$ cat src/reset_steer_pkg.sv
// constants, register map and helpers shared by the reset steering block
// assumes one processor clock and a fixed count of implemented strands
package reset_steer_pkg;
    localparam int          NUM_STRANDS    = 8;
    localparam int          REG_W          = 64;
    localparam logic [7:0]  SHARED_SPACE   = 8'h41;
    localparam logic [7:0]  VA_TARGET_MASK = 8'h30;
    localparam logic [7:0]  VA_RUN_CTRL    = 8'h50;
    localparam logic [7:0]  VA_RUN_STATUS  = 8'h58;
    // mask bits built read-only; these mirror the available strands
    localparam logic [NUM_STRANDS-1:0] MASK_RO_BITS = 8'h00;
    localparam logic [NUM_STRANDS-1:0] ALL_STRANDS  = 8'hFF;
    localparam logic [NUM_STRANDS-1:0] NO_STRANDS   = 8'h00;

    // lowest set bit only; empty input gives strand 0 so one strand runs
    function automatic logic [NUM_STRANDS-1:0] boot_master(
        input logic [NUM_STRANDS-1:0] en
    );
        logic [NUM_STRANDS-1:0] r;
        r = NO_STRANDS;
        for (int i = NUM_STRANDS - 1; i >= 0; i--)
        begin
            if (en[i])
            begin
                r = NO_STRANDS;
                r[i] = 1'b1;
            end
        end
        if (r == NO_STRANDS)
        begin
            r[0] = 1'b1;
        end
        return r;
    endfunction

    function automatic logic [REG_W-1:0] widen(input logic [NUM_STRANDS-1:0] v);
        return {{(REG_W-NUM_STRANDS){1'b0}}, v};
    endfunction
endpackage

$ cat src/pin_sync.sv
// two-flop synchroniser for the warm reset and subset reset pins
// assumes both pins are asynchronous levels from the reset agent
`timescale 1ns/1ps
module pin_sync
(
    input  wire logic       clk,
    input  wire logic       rst_n,
    input  wire logic [1:0] pin_in,
    output logic      [1:0] pin_sync_q
);
    typedef struct packed {
        logic [1:0] s1;
        logic [1:0] s2;
    } sync_s;

    sync_s st_q;
    sync_s st_d;

    always_comb
    begin
        st_d    = st_q;
        st_d.s1 = pin_in;
        st_d.s2 = st_q.s1;
    end

    always_ff @(posedge clk)
    begin
        if (!rst_n)
        begin
            st_q <= '0;
        end
        else
        begin
            st_q <= st_d;
        end
    end

    assign pin_sync_q = st_q.s2;
endmodule

$ cat src/strand_reset_steering.sv
// reset steering for all strands of one processor, with its shared registers
// assumes strand inputs and config straps on clk, reset pins asynchronous
`timescale 1ns/1ps
// What this block does
// - strand self resets stay on that strand
// - cold and warm resets hit every strand
// - full reset parks all but boot master
// - subset reset targets any strand set
// - target set may arrive with request
// - otherwise targets come from shared mask
// - steering registers live in space 41
// - one shared mask, bit n strand n
// - mask one resets, mask zero untouched
// - parked strand keeps reset until unparked or a warm reset clears it
// - read-only bits ignore writes, mirror available
// - cold loads available, warm loads enabled
// - writing zero run bit parks strand; all-zero write dropped
module strand_reset_steering
(
    input  wire logic                                    clk,
    input  wire logic                                    rst_n,
    input  wire logic                                    warm_reset_pin,
    input  wire logic                                    subset_reset_pin,
    input  wire logic                                    subset_pkt_valid,
    input  wire logic [reset_steer_pkg::REG_W-1:0]       subset_pkt_mask,
    input  wire logic [reset_steer_pkg::NUM_STRANDS-1:0] software_initiated_reset,
    input  wire logic [reset_steer_pkg::NUM_STRANDS-1:0] timeout_strand_reset,
    input  wire logic [reset_steer_pkg::NUM_STRANDS-1:0] available_mask,
    input  wire logic [reset_steer_pkg::NUM_STRANDS-1:0] enabled_mask,
    input  wire logic [reset_steer_pkg::NUM_STRANDS-1:0] strand_running_status,
    input  wire logic [7:0]                              cfg_space,
    input  wire logic [7:0]                              cfg_va,
    input  wire logic                                    cfg_wr,
    input  wire logic                                    cfg_rd,
    input  wire logic [reset_steer_pkg::REG_W-1:0]       cfg_wdata,
    output logic      [reset_steer_pkg::REG_W-1:0]       cfg_rdata_q,
    output logic                                         cfg_ack_q,
    output logic      [reset_steer_pkg::NUM_STRANDS-1:0] strand_run_q,
    output logic      [reset_steer_pkg::NUM_STRANDS-1:0] strand_local_reset_q,
    output logic      [reset_steer_pkg::NUM_STRANDS-1:0] strand_global_reset_q,
    output logic      [reset_steer_pkg::NUM_STRANDS-1:0] strand_subset_reset_q
);
    localparam int N = reset_steer_pkg::NUM_STRANDS;

    // read-only bits take the second operand; all bits writable today
    function automatic logic [N-1:0] merge_ro(
        input logic [N-1:0] rw_bits,
        input logic [N-1:0] ro_src
    );
        return (rw_bits & ~reset_steer_pkg::MASK_RO_BITS)
             | (ro_src & reset_steer_pkg::MASK_RO_BITS);
    endfunction

    typedef struct packed {
        logic [N-1:0]                        run;
        logic [N-1:0]                        mask;
        logic [N-1:0]                        loc;
        logic [N-1:0]                        glob;
        logic [N-1:0]                        subset;
        logic                                warm_prev;
        logic                                xs_prev;
        logic [reset_steer_pkg::REG_W-1:0]   rdata;
        logic                                ack;
    } steer_s;

    steer_s       st_q;
    steer_s       st_d;
    logic [1:0]   pins_s;
    logic         warm_s;
    logic         xs_s;
    logic         warm_rise;
    logic         xs_rise;
    logic         hit;
    logic [N-1:0] run_wr;
    logic [N-1:0] mask_rd;
    logic [N-1:0] targets;

    pin_sync i_pin_sync
    (
        .clk        (clk),
        .rst_n      (rst_n),
        .pin_in     ({subset_reset_pin, warm_reset_pin}),
        .pin_sync_q (pins_s)
    );

    assign warm_s    = pins_s[0];
    assign xs_s      = pins_s[1];
    assign warm_rise = warm_s & ~st_q.warm_prev;
    assign xs_rise   = xs_s & ~st_q.xs_prev;

    always_comb
    begin
        // only one space decodes; no other steering register exists
        hit     = cfg_space == reset_steer_pkg::SHARED_SPACE;
        run_wr  = cfg_wdata[N-1:0] & enabled_mask;
        mask_rd = merge_ro(st_q.mask, available_mask);
        // packet targets win when supplied; upper packet bits name no strand
        targets = subset_pkt_valid ? subset_pkt_mask[N-1:0] : st_q.mask;
        targets = targets & available_mask;

        st_d           = st_q;
        st_d.warm_prev = warm_s;
        st_d.xs_prev   = xs_s;
        st_d.loc       = software_initiated_reset | timeout_strand_reset;
        st_d.glob      = reset_steer_pkg::NO_STRANDS;
        st_d.subset    = reset_steer_pkg::NO_STRANDS;
        st_d.ack       = 1'b0;

        if (hit && cfg_wr)
        begin
            if (cfg_va == reset_steer_pkg::VA_TARGET_MASK)
            begin
                st_d.mask = merge_ro(cfg_wdata[N-1:0], st_q.mask);
            end
            // parking every enabled strand would strand the chip: dropped
            if (cfg_va == reset_steer_pkg::VA_RUN_CTRL && run_wr != '0)
            begin
                st_d.run = run_wr;
            end
        end

        if (hit && (cfg_wr || cfg_rd))
        begin
            st_d.ack   = 1'b1;
            st_d.rdata = '0;
            if (cfg_rd)
            begin
                unique case (cfg_va)
                    reset_steer_pkg::VA_TARGET_MASK:
                        st_d.rdata = reset_steer_pkg::widen(mask_rd);
                    reset_steer_pkg::VA_RUN_CTRL:
                        st_d.rdata = reset_steer_pkg::widen(st_q.run);
                    reset_steer_pkg::VA_RUN_STATUS:
                        st_d.rdata = reset_steer_pkg::widen(strand_running_status
                                                            & enabled_mask);
                    default:
                        st_d.rdata = '0;
                endcase
            end
        end

        if (xs_rise)
        begin
            st_d.subset = targets;
        end

        // warm reset overrides mask and run writes and subset resets arriving in the same cycle
        if (warm_rise)
        begin
            st_d.glob   = reset_steer_pkg::ALL_STRANDS;
            st_d.run    = reset_steer_pkg::boot_master(enabled_mask);
            st_d.mask   = enabled_mask;
            st_d.subset = reset_steer_pkg::NO_STRANDS;
        end
    end

    always_ff @(posedge clk)
    begin
        if (!rst_n)
        begin
            // cold start: straps are same-clock levels, sampled synchronously
            st_q       <= '0;
            st_q.glob  <= reset_steer_pkg::ALL_STRANDS;
            st_q.run   <= reset_steer_pkg::boot_master(enabled_mask);
            st_q.mask  <= available_mask;
        end
        else
        begin
            st_q <= st_d;
        end
    end

    subset_pending i_subset_pending
    (
        .clk     (clk),
        .rst_n   (rst_n),
        .clear   (|st_q.glob),
        .req     (st_q.subset),
        .running (strand_running_status),
        .fire_q  (strand_subset_reset_q)
    );

    assign cfg_rdata_q           = st_q.rdata;
    assign cfg_ack_q             = st_q.ack;
    assign strand_run_q          = st_q.run;
    assign strand_local_reset_q  = st_q.loc;
    assign strand_global_reset_q = st_q.glob;
endmodule

$ cat src/subset_pending.sv
// holds subset resets for parked strands until they run again or clear drops them
// assumes run status comes from strand logic on the same clock
`timescale 1ns/1ps
module subset_pending
(
    input  wire logic                                  clk,
    input  wire logic                                  rst_n,
    input  wire logic                                  clear,
    input  wire logic [reset_steer_pkg::NUM_STRANDS-1:0] req,
    input  wire logic [reset_steer_pkg::NUM_STRANDS-1:0] running,
    output logic      [reset_steer_pkg::NUM_STRANDS-1:0] fire_q
);
    typedef struct packed {
        logic [reset_steer_pkg::NUM_STRANDS-1:0] pend;
        logic [reset_steer_pkg::NUM_STRANDS-1:0] fire;
    } pend_s;

    pend_s st_q;
    pend_s st_d;
    logic [reset_steer_pkg::NUM_STRANDS-1:0] want;

    always_comb
    begin
        // new request beats a global clear in the same cycle
        want      = (st_q.pend & ~{reset_steer_pkg::NUM_STRANDS{clear}}) | req;
        st_d      = st_q;
        st_d.fire = want & running;
        st_d.pend = want & ~running;
    end

    always_ff @(posedge clk)
    begin
        if (!rst_n)
        begin
            st_q <= '0;
        end
        else
        begin
            st_q <= st_d;
        end
    end

    assign fire_q = st_q.fire;
endmodule

$ cat config.mk
export PLATFORM = sky130hd
export DESIGN_NAME = strand_reset_steering
export DESIGN_NICKNAME = d
export VERILOG_FILES = /design/src/reset_steer_pkg.sv /design/src/pin_sync.sv /design/src/strand_reset_steering.sv /design/src/subset_pending.sv
export SDC_FILE = /design/constraint.sdc
export NUM_CORES = 1
export LEC_CHECK = 0
export BUFFER_PORTS_ARGS = -buffer_cell sky130_fd_sc_hd__buf_2
export CELL_PAD_IN_SITES_DETAIL_PLACEMENT = 1
export CELL_PAD_IN_SITES_GLOBAL_PLACEMENT = 1
export CORE_MARGIN = 4
export CORE_UTILIZATION = 24
export DETAILED_ROUTE_END_ITERATION = 6
export HOLD_SLACK_MARGIN = 0.06
export PLACE_DENSITY_LB_ADDON = 0.1
export RECOVER_POWER = 50
export SETUP_SLACK_MARGIN = 0.4
export SYNTH_ARGS = -nofsm -noshare
export SYNTH_HDL_FRONTEND = slang
export SYNTH_SLANG_ARGS = --single-unit
$ cat constraint.sdc
create_clock -name clk -period 2.25 [get_ports clk]
set_input_delay 0.3375 -clock clk [delete_from_list [all_inputs] [get_ports clk]]
set_output_delay 0.3375 -clock clk [all_outputs]
set_load 0.005 [all_outputs]
==> flow_summary.ini, run 1 <==
[run_status]
outcome = completed

[floorplan]
rows = 43
io_pins = 288
die_w_um = 127
fp.coreArea_um2 = 13800
design.die.area_um2 = 16000
die_h_um = 127
start_util_pct = 24.5

[logic_synthesis]
synth_area_um2 = 3380
seq_area_frac_synth_pct = 42.6
synth_flop_cell = dfxtp_1
synth_top_cell_area_share_pct = 28.4
synthArstFlopShare_pct = 0
synth_edf_count = 16
syn_area_per_cell_um2 = 9.77
yosysWarnings = 0
syn-instance-count = 346
synth_area_leader_cell = dfxtp_1
ys_seq_elements = 64
synthTopCellsByArea = dfxtp_1 28%, buf_4 21%, edfxtp_1 14%
synth.distinct_cells = 39

[critical_path]
cp_top_family = simple AND/OR/NAND/NOR gates
worstSetupStartpointType = flop
path_buf_inv = 0
worstSetupPathType = reg -> reg
end_kind = flop
worstPathArrival_ns = 1.92
reg2reg_depth = 4
slowest_delay_ns = 0.59
cp_num_cells = 4
cpMaxStageDelayCell = or4_1
worstPathCellList = nand2b_1, and2_0, or4_1, a21boi_1
critPathRequiredTime_ns = 2.44
crit_fanout = 14

[layout]
synthToLayoutAreaGrowth_pct = 19.2
fin_area_um2 = 4030
fillCellCount = 1621
diodes = 0
layout_commonest_cell = buf_2
layout_common_cells = 97 x buf_2, 56 x conb_1, 48 x dfxtp_1
nets = 630
register_area_um2 = 1440
final_layout_size_suffix_gt1_share_pct = 31.8
multiInputGateArea_um2 = 1350
stdcell_count = 624
finalCoreUtilization_pct = 29.2

[cts]
ctsLongestPathBuffers = 2
cts-buffers-inserted = 9
cts.repair.resized = 0
cts_tree = yes
clk-insertion-delay-late_ns = 0.34
postCtsHoldBufs = 0
clkTransAtPathRegs_ns = 0.06
cts_setup_buffers = 0
root_buffer = clkbuf_16
clkSinkCount = 64
htreeDepth = 3

[power_and_ir_drop]
p_clk_share_pct = 47.9
p_sw_mw = 0.722
intPower_mw = 2.28
pwr-share-comb_pct = 10.4
p_seq_share_pct = 41.6
p_per_area_nw_per_um2 = 744
ir_worst_vdd_uv = 344
p_leak_nw = 1.89
fin_total_pwr_mw = 3.00
switching_share_pct = 24.1

[grt]
grt_util_all_layers_pct = 12.5
grt_pass1_vias = 2664
grt_max_degree = 21
antenna_found_initial = 0
grt_overflow = 0
grt_pass1_wl_um = 15000

[routing]
num_vias = 2533
drtAntennaViolNets = 0
post_drt_via_cell_ratio = 4.06
drt-total-wl_um = 9980
drtPass1Iterations = 4
drt_first_iter_violations = 61
wire_per_inst_um = 16.0
drc = 0

[sta]
tns_ns = 0
fmax_mhz = 577
max_slew_margin_pct = 40.4
setup_viol = 0
skew_ns = 0.00732
fin_hold_ws_ns = 0.189
worst_slew_pin_slew_ns = 0.894
min_period_ns = 1.73
rsz0062_at_grt = no
slew_viol_final = 0
setup_slack_ns = 0.518
hold_violations = 0
post-route-period-util_pct = 77.0

[hold_path]
hold_path_depth = 2
hp-class = in -> reg

[placed_design]
globalplace.congestion = 0.732
io_buffers = 119
placed_area_um2 = 3760
hpwl_um = 7850
place_ws_ns = 0.272
placedCellCount = 608

[run]
cap_violations = 0
-- path summary, 6_finish.rpt --
kind / start / slack [ns] / to
setup / recovery: st_q[66] / 0.52 / strand_run_q[6]
hold reg to reg: i_pin_sync.st_d[1] / 0.43 / i_pin_sync.pin_sync_q[1]
hold / removal: strand_running_status[4] / 0.19 / i_subset_pending.st_q[12]
setup reg to reg: st_q[66] / 0.52 / strand_run_q[6]
-- synthesized netlist by cell type, types with 2 or more instances --
cell,instances
a21boi_1,3
a21oi_1,9
a22o_1,16
a22oi_1,4
a32o_1,8
and2_1,9
and3_1,10
buf_4,96
clkbuf_1,9
dfxtp_1,48
edfxtp_1,16
inv_1,12
mux2_2,8
mux2i_1,8
nand2_1,7
nand2b_1,2
nand3_1,3
nor2_1,27
nor2b_1,10
nor4b_1,3
o21a_1,9
o21ai_0,10
or4_1,2
or4_4,2
-- power groups by stage --
stage               Sequential (mW)  Clock, mW  Combinational [mW]
global placement               1.27          0               0.319
detailed placement             1.27          0               0.323
CTS                            1.25       1.50               0.324
floorplan                      1.26          0               0.255
finish                         1.25       1.44               0.313
global route                   1.25       1.55               0.354
-- flip-flops by register name, indices dropped and copies added (netlist names) --
name and cells:
st_q 10, cfg_rdata_q 8, i_subset_pending.fire_q 8, i_subset_pending.st_q 8
mask_rd 8, strand_local_reset_q 8, strand_run_q 8, i_pin_sync.pin_sync_q 2
i_pin_sync.st_d 2, cfg_ack_q 1, strand_global_reset_q 1
-- logic make-up after synthesis --
family | share of synthesized area, %
buf+inv | 23.8
mux | 5.03
simple gates | 14.2
compound gates | 14.2
flops | 42.6
other cells | 0.111
-- metal layers --
metal  part of all wire [%]  GRT usage [%]
met5                      0              0
met4                    1.4           3.79
met1                     43           15.3
met2                     47           19.9
met3                    8.8           5.68
-- layout make-up --
class / count / share of cell area [%]
clock buffer: 11 / 6.27
clock inverter: 5 / 1.37
inverter: 12 / 1.12
multi-input combinational: 219 / 33.4
sequential: 64 / 35.8
tap: 180 / 5.59
timing repair buffer: 133 / 16.5
No activity file was read; power rests on OpenSTA's default activity.
==> inputs of run 2 (changes only) <==
==> constraint.sdc (replaced) <==
create_clock -name clk -period 1.4 [get_ports clk]
set_input_delay 0.21 -clock clk [delete_from_list [all_inputs] [get_ports clk]]
set_output_delay 0.21 -clock clk [all_outputs]
set_load 0.005 [all_outputs]
==> run 2 against run 1 <==
Die area is the same. Power grew 76%. Core utilization up 4.4 points. Non-clock buffer count up 30. Design area is 15% higher. Count of clock-buffer cells in the layout down 2.
==> flow_summary.ini, run 2 (same netlist as run 1, synthesis figures left out) <==
[sta]
rsz0062_at_grt = yes
hold_violations = 0
fmax_mhz = 745
setup_viol = 0
setup_slack_ns = 0.0582
fin_hold_ws_ns = 0.0804
slew_viol_final = 0
post-route-period-util_pct = 95.8
min_period_ns = 1.34
skew_ns = 0.00444

[critical_path]
worstPathArrival_ns = 1.55
regToRegStartpoint = st_q[66]
crit_fanout = 4
startpoint = enabled_mask[1]
worstSetupPathType = in -> reg
critPathRequiredTime_ns = 1.61
end_kind = flop
worstSetupStartpointType = input pin

[routing]
drt_first_iter_violations = 92
drt-total-wl_um = 10500
wire_per_inst_um = 16.1
drtAntennaViolNets = 0
drc = 0
num_vias = 2684
drtPass1Iterations = 4
post_drt_via_cell_ratio = 4.10

[layout]
synthToLayoutAreaGrowth_pct = 37.3
fillCellCount = 1608
diodes = 0
finalCoreUtilization_pct = 33.6
nets = 660
top_register = st_q
final_layout_size_suffix_gt1_share_pct = 42.6
largest_reg_flops = 10
fin_area_um2 = 4640
layout_common_cells = 92 x buf_2, 56 x conb_1, 46 x dfxtp_1
layout_commonest_cell = buf_2

[floorplan]
die_h_um = 127
design.die.area_um2 = 16000
die_w_um = 127
start_util_pct = 24.5
rows = 43
fp.coreArea_um2 = 13800
io_pins = 288

[cts]
cts_tree = yes
ctsLongestPathBuffers = 2
clkSinkCount = 64
root_buffer = clkbuf_16
htreeDepth = 3
clk-insertion-delay-late_ns = 0.34
cts-buffers-inserted = 9
clkTransAtPathRegs_ns = 0.06

[hold_path]
hold_start = subset_reset_pin
hp-class = in -> reg

[power_and_ir_drop]
p_leak_nw = 2.17
intPower_mw = 4.04
p_per_area_nw_per_um2 = 1140
ir_worst_vdd_uv = 570
pwr-share-comb_pct = 12.7
p_clk_share_pct = 49.4
fin_total_pwr_mw = 5.27
p_seq_share_pct = 37.9
p_sw_mw = 1.24
switching_share_pct = 23.5

[grt]
grt_util_all_layers_pct = 13.2
grt_overflow = 0
grt_max_degree = 27
grt_pass1_vias = 2909
grt_pass1_wl_um = 15900
antenna_found_initial = 1

[run]
cap_violations = 0

[placed_design]
placed_area_um2 = 3990
place_ws_ns = -0.299
hpwl_um = 8100
globalplace.congestion = 0.733
io_buffers = 119

[run_status]
outcome = completed
-- run 2: worst max-delay path, stage by stage --
cell and delay, ns:
buf_6 0.09, or4_4 0.57, or4_4 0.45, nor3_2 0.11, o22a_1 0.13
-- run 2: per-layer routing --
layer,routed length (µm),track usage [%],vias to the layer above
li1,-,-,1292
met1,4430,15.6,1267
met2,5090,21.5,113
met3,907,6.06,10
met4,110,3.60,2
met5,8,0,-
-- run 2: worst paths after layout --
path	to	slack, ns	cells after the start
worst max-delay path	strand_run_q[0]	0.06	5
worst min-delay path	i_pin_sync.st_d[1]	0.08	2
worst max register to register	strand_run_q[2]	0.10	5
worst min register to register	i_pin_sync.pin_sync_q[0]	0.43	1
-- run 2: through the flow --
stage | instances | setup TNS, ns
final | 654 | 0
after CTS | 652 | 0
after floorplan | 401 | -0.875
after global placement | 623 | -4.64
after global routing | 654 | 0
after detailed placement | 623 | -5.17
-- run 2: repair_timing --
item	4_1_cts	5_1_grt
setup buffers	4	1
setup endpoints to repair	81	90
pin swaps	6	12
gates resized for setup	28	48
cloned	0	1
hold endpoints to repair	9	0
hold buffers	9	0
-- run 2: layout make-up --
cell class	instances	area (µm²)	share of cell area (%)
well taps	180	225	4.85
repair buffers	163	1040	22.3
clock buffers	9	225	4.85
inverters	12	47.5	1.02
multi-input cells	219	1540	33.2
clock inverters	7	120	2.59
flip-flops and latches	64	1450	31.2
-- run 2: power groups by stage --
stage | combinational [mW] | clock [mW] | sequential (mW)
floorplan | 0.441 | 0 | 2.03
global placement | 0.587 | 0 | 2.04
detailed placement | 0.595 | 0 | 2.04
CTS | 0.639 | 2.69 | 2.00
global route | 0.741 | 2.76 | 2.01
finish | 0.669 | 2.60 | 2.00
==> inputs of run 3 (changes only) <==
--- a/config.mk
+++ b/config.mk
@@ -13,7 +13,6 @@
 export DETAILED_ROUTE_END_ITERATION = 6
 export HOLD_SLACK_MARGIN = 0.06
 export PLACE_DENSITY_LB_ADDON = 0.1
-export RECOVER_POWER = 50
 export SETUP_SLACK_MARGIN = 0.4
 export SYNTH_ARGS = -nofsm -noshare
 export SYNTH_HDL_FRONTEND = slang
==> run 3 against run 2 <==
Flip-flop and latch count unchanged. Hold slack worse by 0.0018 ns. Count of clock-buffer cells in the layout unchanged. Final cell count unchanged. Largest power group unchanged. Highest routed layer unchanged.
==> flow_summary.ini, run 3 (same netlist as run 1, synthesis figures left out) <==
[critical_path]
crit_path_end = strand_run_q[0]
worstPathCellList = buf_6, or4_4, or4_4, nor3_2, o22a_1
crit_fanout = 4
r2r-end = strand_run_q[2]
cpMaxStageDelayCell = or4_4
r2r_slack_ns = 0.10
slowest_delay_ns = 0.57
worstSetupPathType = in -> reg
startpoint = enabled_mask[1]
reg2reg_depth = 5
worstPathArrival_ns = 1.55
cp_num_cells = 5
crit_path_frequent_cell = or4_4
regToRegStartpoint = st_q[66]
path_buf_inv = 1
worstSetupStartpointType = input pin
end_kind = flop
critPathRequiredTime_ns = 1.61
cp_top_family = simple AND/OR/NAND/NOR gates

[grt]
grt_util_all_layers_pct = 13.2
grt_pass1_wl_um = 15900
antenna_found_initial = 1
grt_overflow = 0
grt_max_degree = 27
grt_pass1_vias = 2909

[layout]
fin_area_um2 = 4710
finalCoreUtilization_pct = 34.1
layout_commonest_cell = buf_2
synthToLayoutAreaGrowth_pct = 39.5
final_layout_size_suffix_gt1_share_pct = 48.9
layout_common_cells = 107 x buf_2, 56 x conb_1, 37 x dfxtp_1
diodes = 0
top_register = st_q
largest_reg_flops = 10
nets = 660
stdcell_count = 654
fillCellCount = 1599

[placed_design]
globalplace.congestion = 0.733
placedCellCount = 623
place_ws_ns = -0.299
hpwl_um = 8100
placed_area_um2 = 3990
io_buffers = 119

[cts]
cts-buffers-inserted = 9
root_buffer = clkbuf_16
cts_tree = yes
clk-insertion-delay-late_ns = 0.34
clkSinkCount = 64
htreeDepth = 3
ctsLongestPathBuffers = 2
clkTransAtPathRegs_ns = 0.06

[sta]
hold_violations = 0
fmax_mhz = 746
slew_viol_final = 0
tns_ns = 0
min_period_ns = 1.34
rsz0062_at_grt = yes
skew_ns = 0.00447
fin_hold_ws_ns = 0.0786
setup_slack_ns = 0.0588
setup_viol = 0
post-route-period-util_pct = 95.8

[routing]
drtPass1Iterations = 4
drtAntennaViolNets = 0
wl_met3_um = 894
drt_first_iter_violations = 64
num_vias = 2678
met2WireLength_um = 5080
wire_per_inst_um = 16.2
drt-total-wl_um = 10600
maxUsedRoutingLayer = met5
wl_met1_um = 4480
drc = 0
post_drt_via_cell_ratio = 4.09

[floorplan]
die_w_um = 127
die_h_um = 127
fp.coreArea_um2 = 13800
io_pins = 288
design.die.area_um2 = 16000
start_util_pct = 24.5
rows = 43

[power_and_ir_drop]
p_per_area_nw_per_um2 = 1120
fin_total_pwr_mw = 5.30
p_leak_nw = 2.25
ir_worst_vdd_uv = 575

[run]
cap_violations = 0

[run_status]
outcome = completed

[hold_path]
hp-class = in -> reg
-- run 3: worst min path at each step --
stage                                      startpoint                         to  depth (start not counted)
after global routing          timeout_strand_reset[5]    strand_local_reset_q[5]                          2
after floorplan              strand_running_status[2]  i_subset_pending.st_q[10]                          1
after CTS                 software_initiated_reset[3]    strand_local_reset_q[3]                          2
final                                subset_reset_pin         i_pin_sync.st_d[1]                          2
after detailed placement  software_initiated_reset[6]    strand_local_reset_q[6]                          2
after global placement    software_initiated_reset[2]    strand_local_reset_q[2]                          2
-- run 3: layout make-up --
type                       count  area, µm²  area share (%)
tap                          180        225            4.78
clock buffer                   9        225            4.78
inverter                      12       47.5            1.01
clock inverter                 7        120            2.55
multi-input combinational    219       1560            33.1
timing repair buffer         163       1080            22.9
sequential                    64       1460            30.9
-- run 3: per-layer routing --
layer | track usage, % | vias up
li1 | - | 1292
met1 | 15.6 | 1262
met2 | 21.5 | 112
met3 | 6.06 | 10
met4 | 3.60 | 2
met5 | 0 | -
-- run 3: worst reg2reg max path: cells and delay by family (launching register included) --
| kind | cells | cell delay [ns] |
|---|---|---|
| buf+inv | 1 | 0.13 |
| flops | 1 | 0.30 |
| compound gates | 1 | 0.14 |
| simple gates | 3 | 0.59 |
-- run 3: timing repair --
action,4_1_cts,5_1_grt
gates resized for setup,28,48
hold buffers,9,0
setup buffers,4,1
pin swaps,6,12
hold endpoints to repair,9,0
endpoints found under the setup margin,81,90
cloned,0,1
-- run 3: where the power goes --
part	switching, mW	leakage (nW)	internal (mW)
combinational	0.345	1.53	0.344
sequential	0.0308	0.556	1.97
clock	0.867	0.166	1.74
total	1.24	2.25	4.05
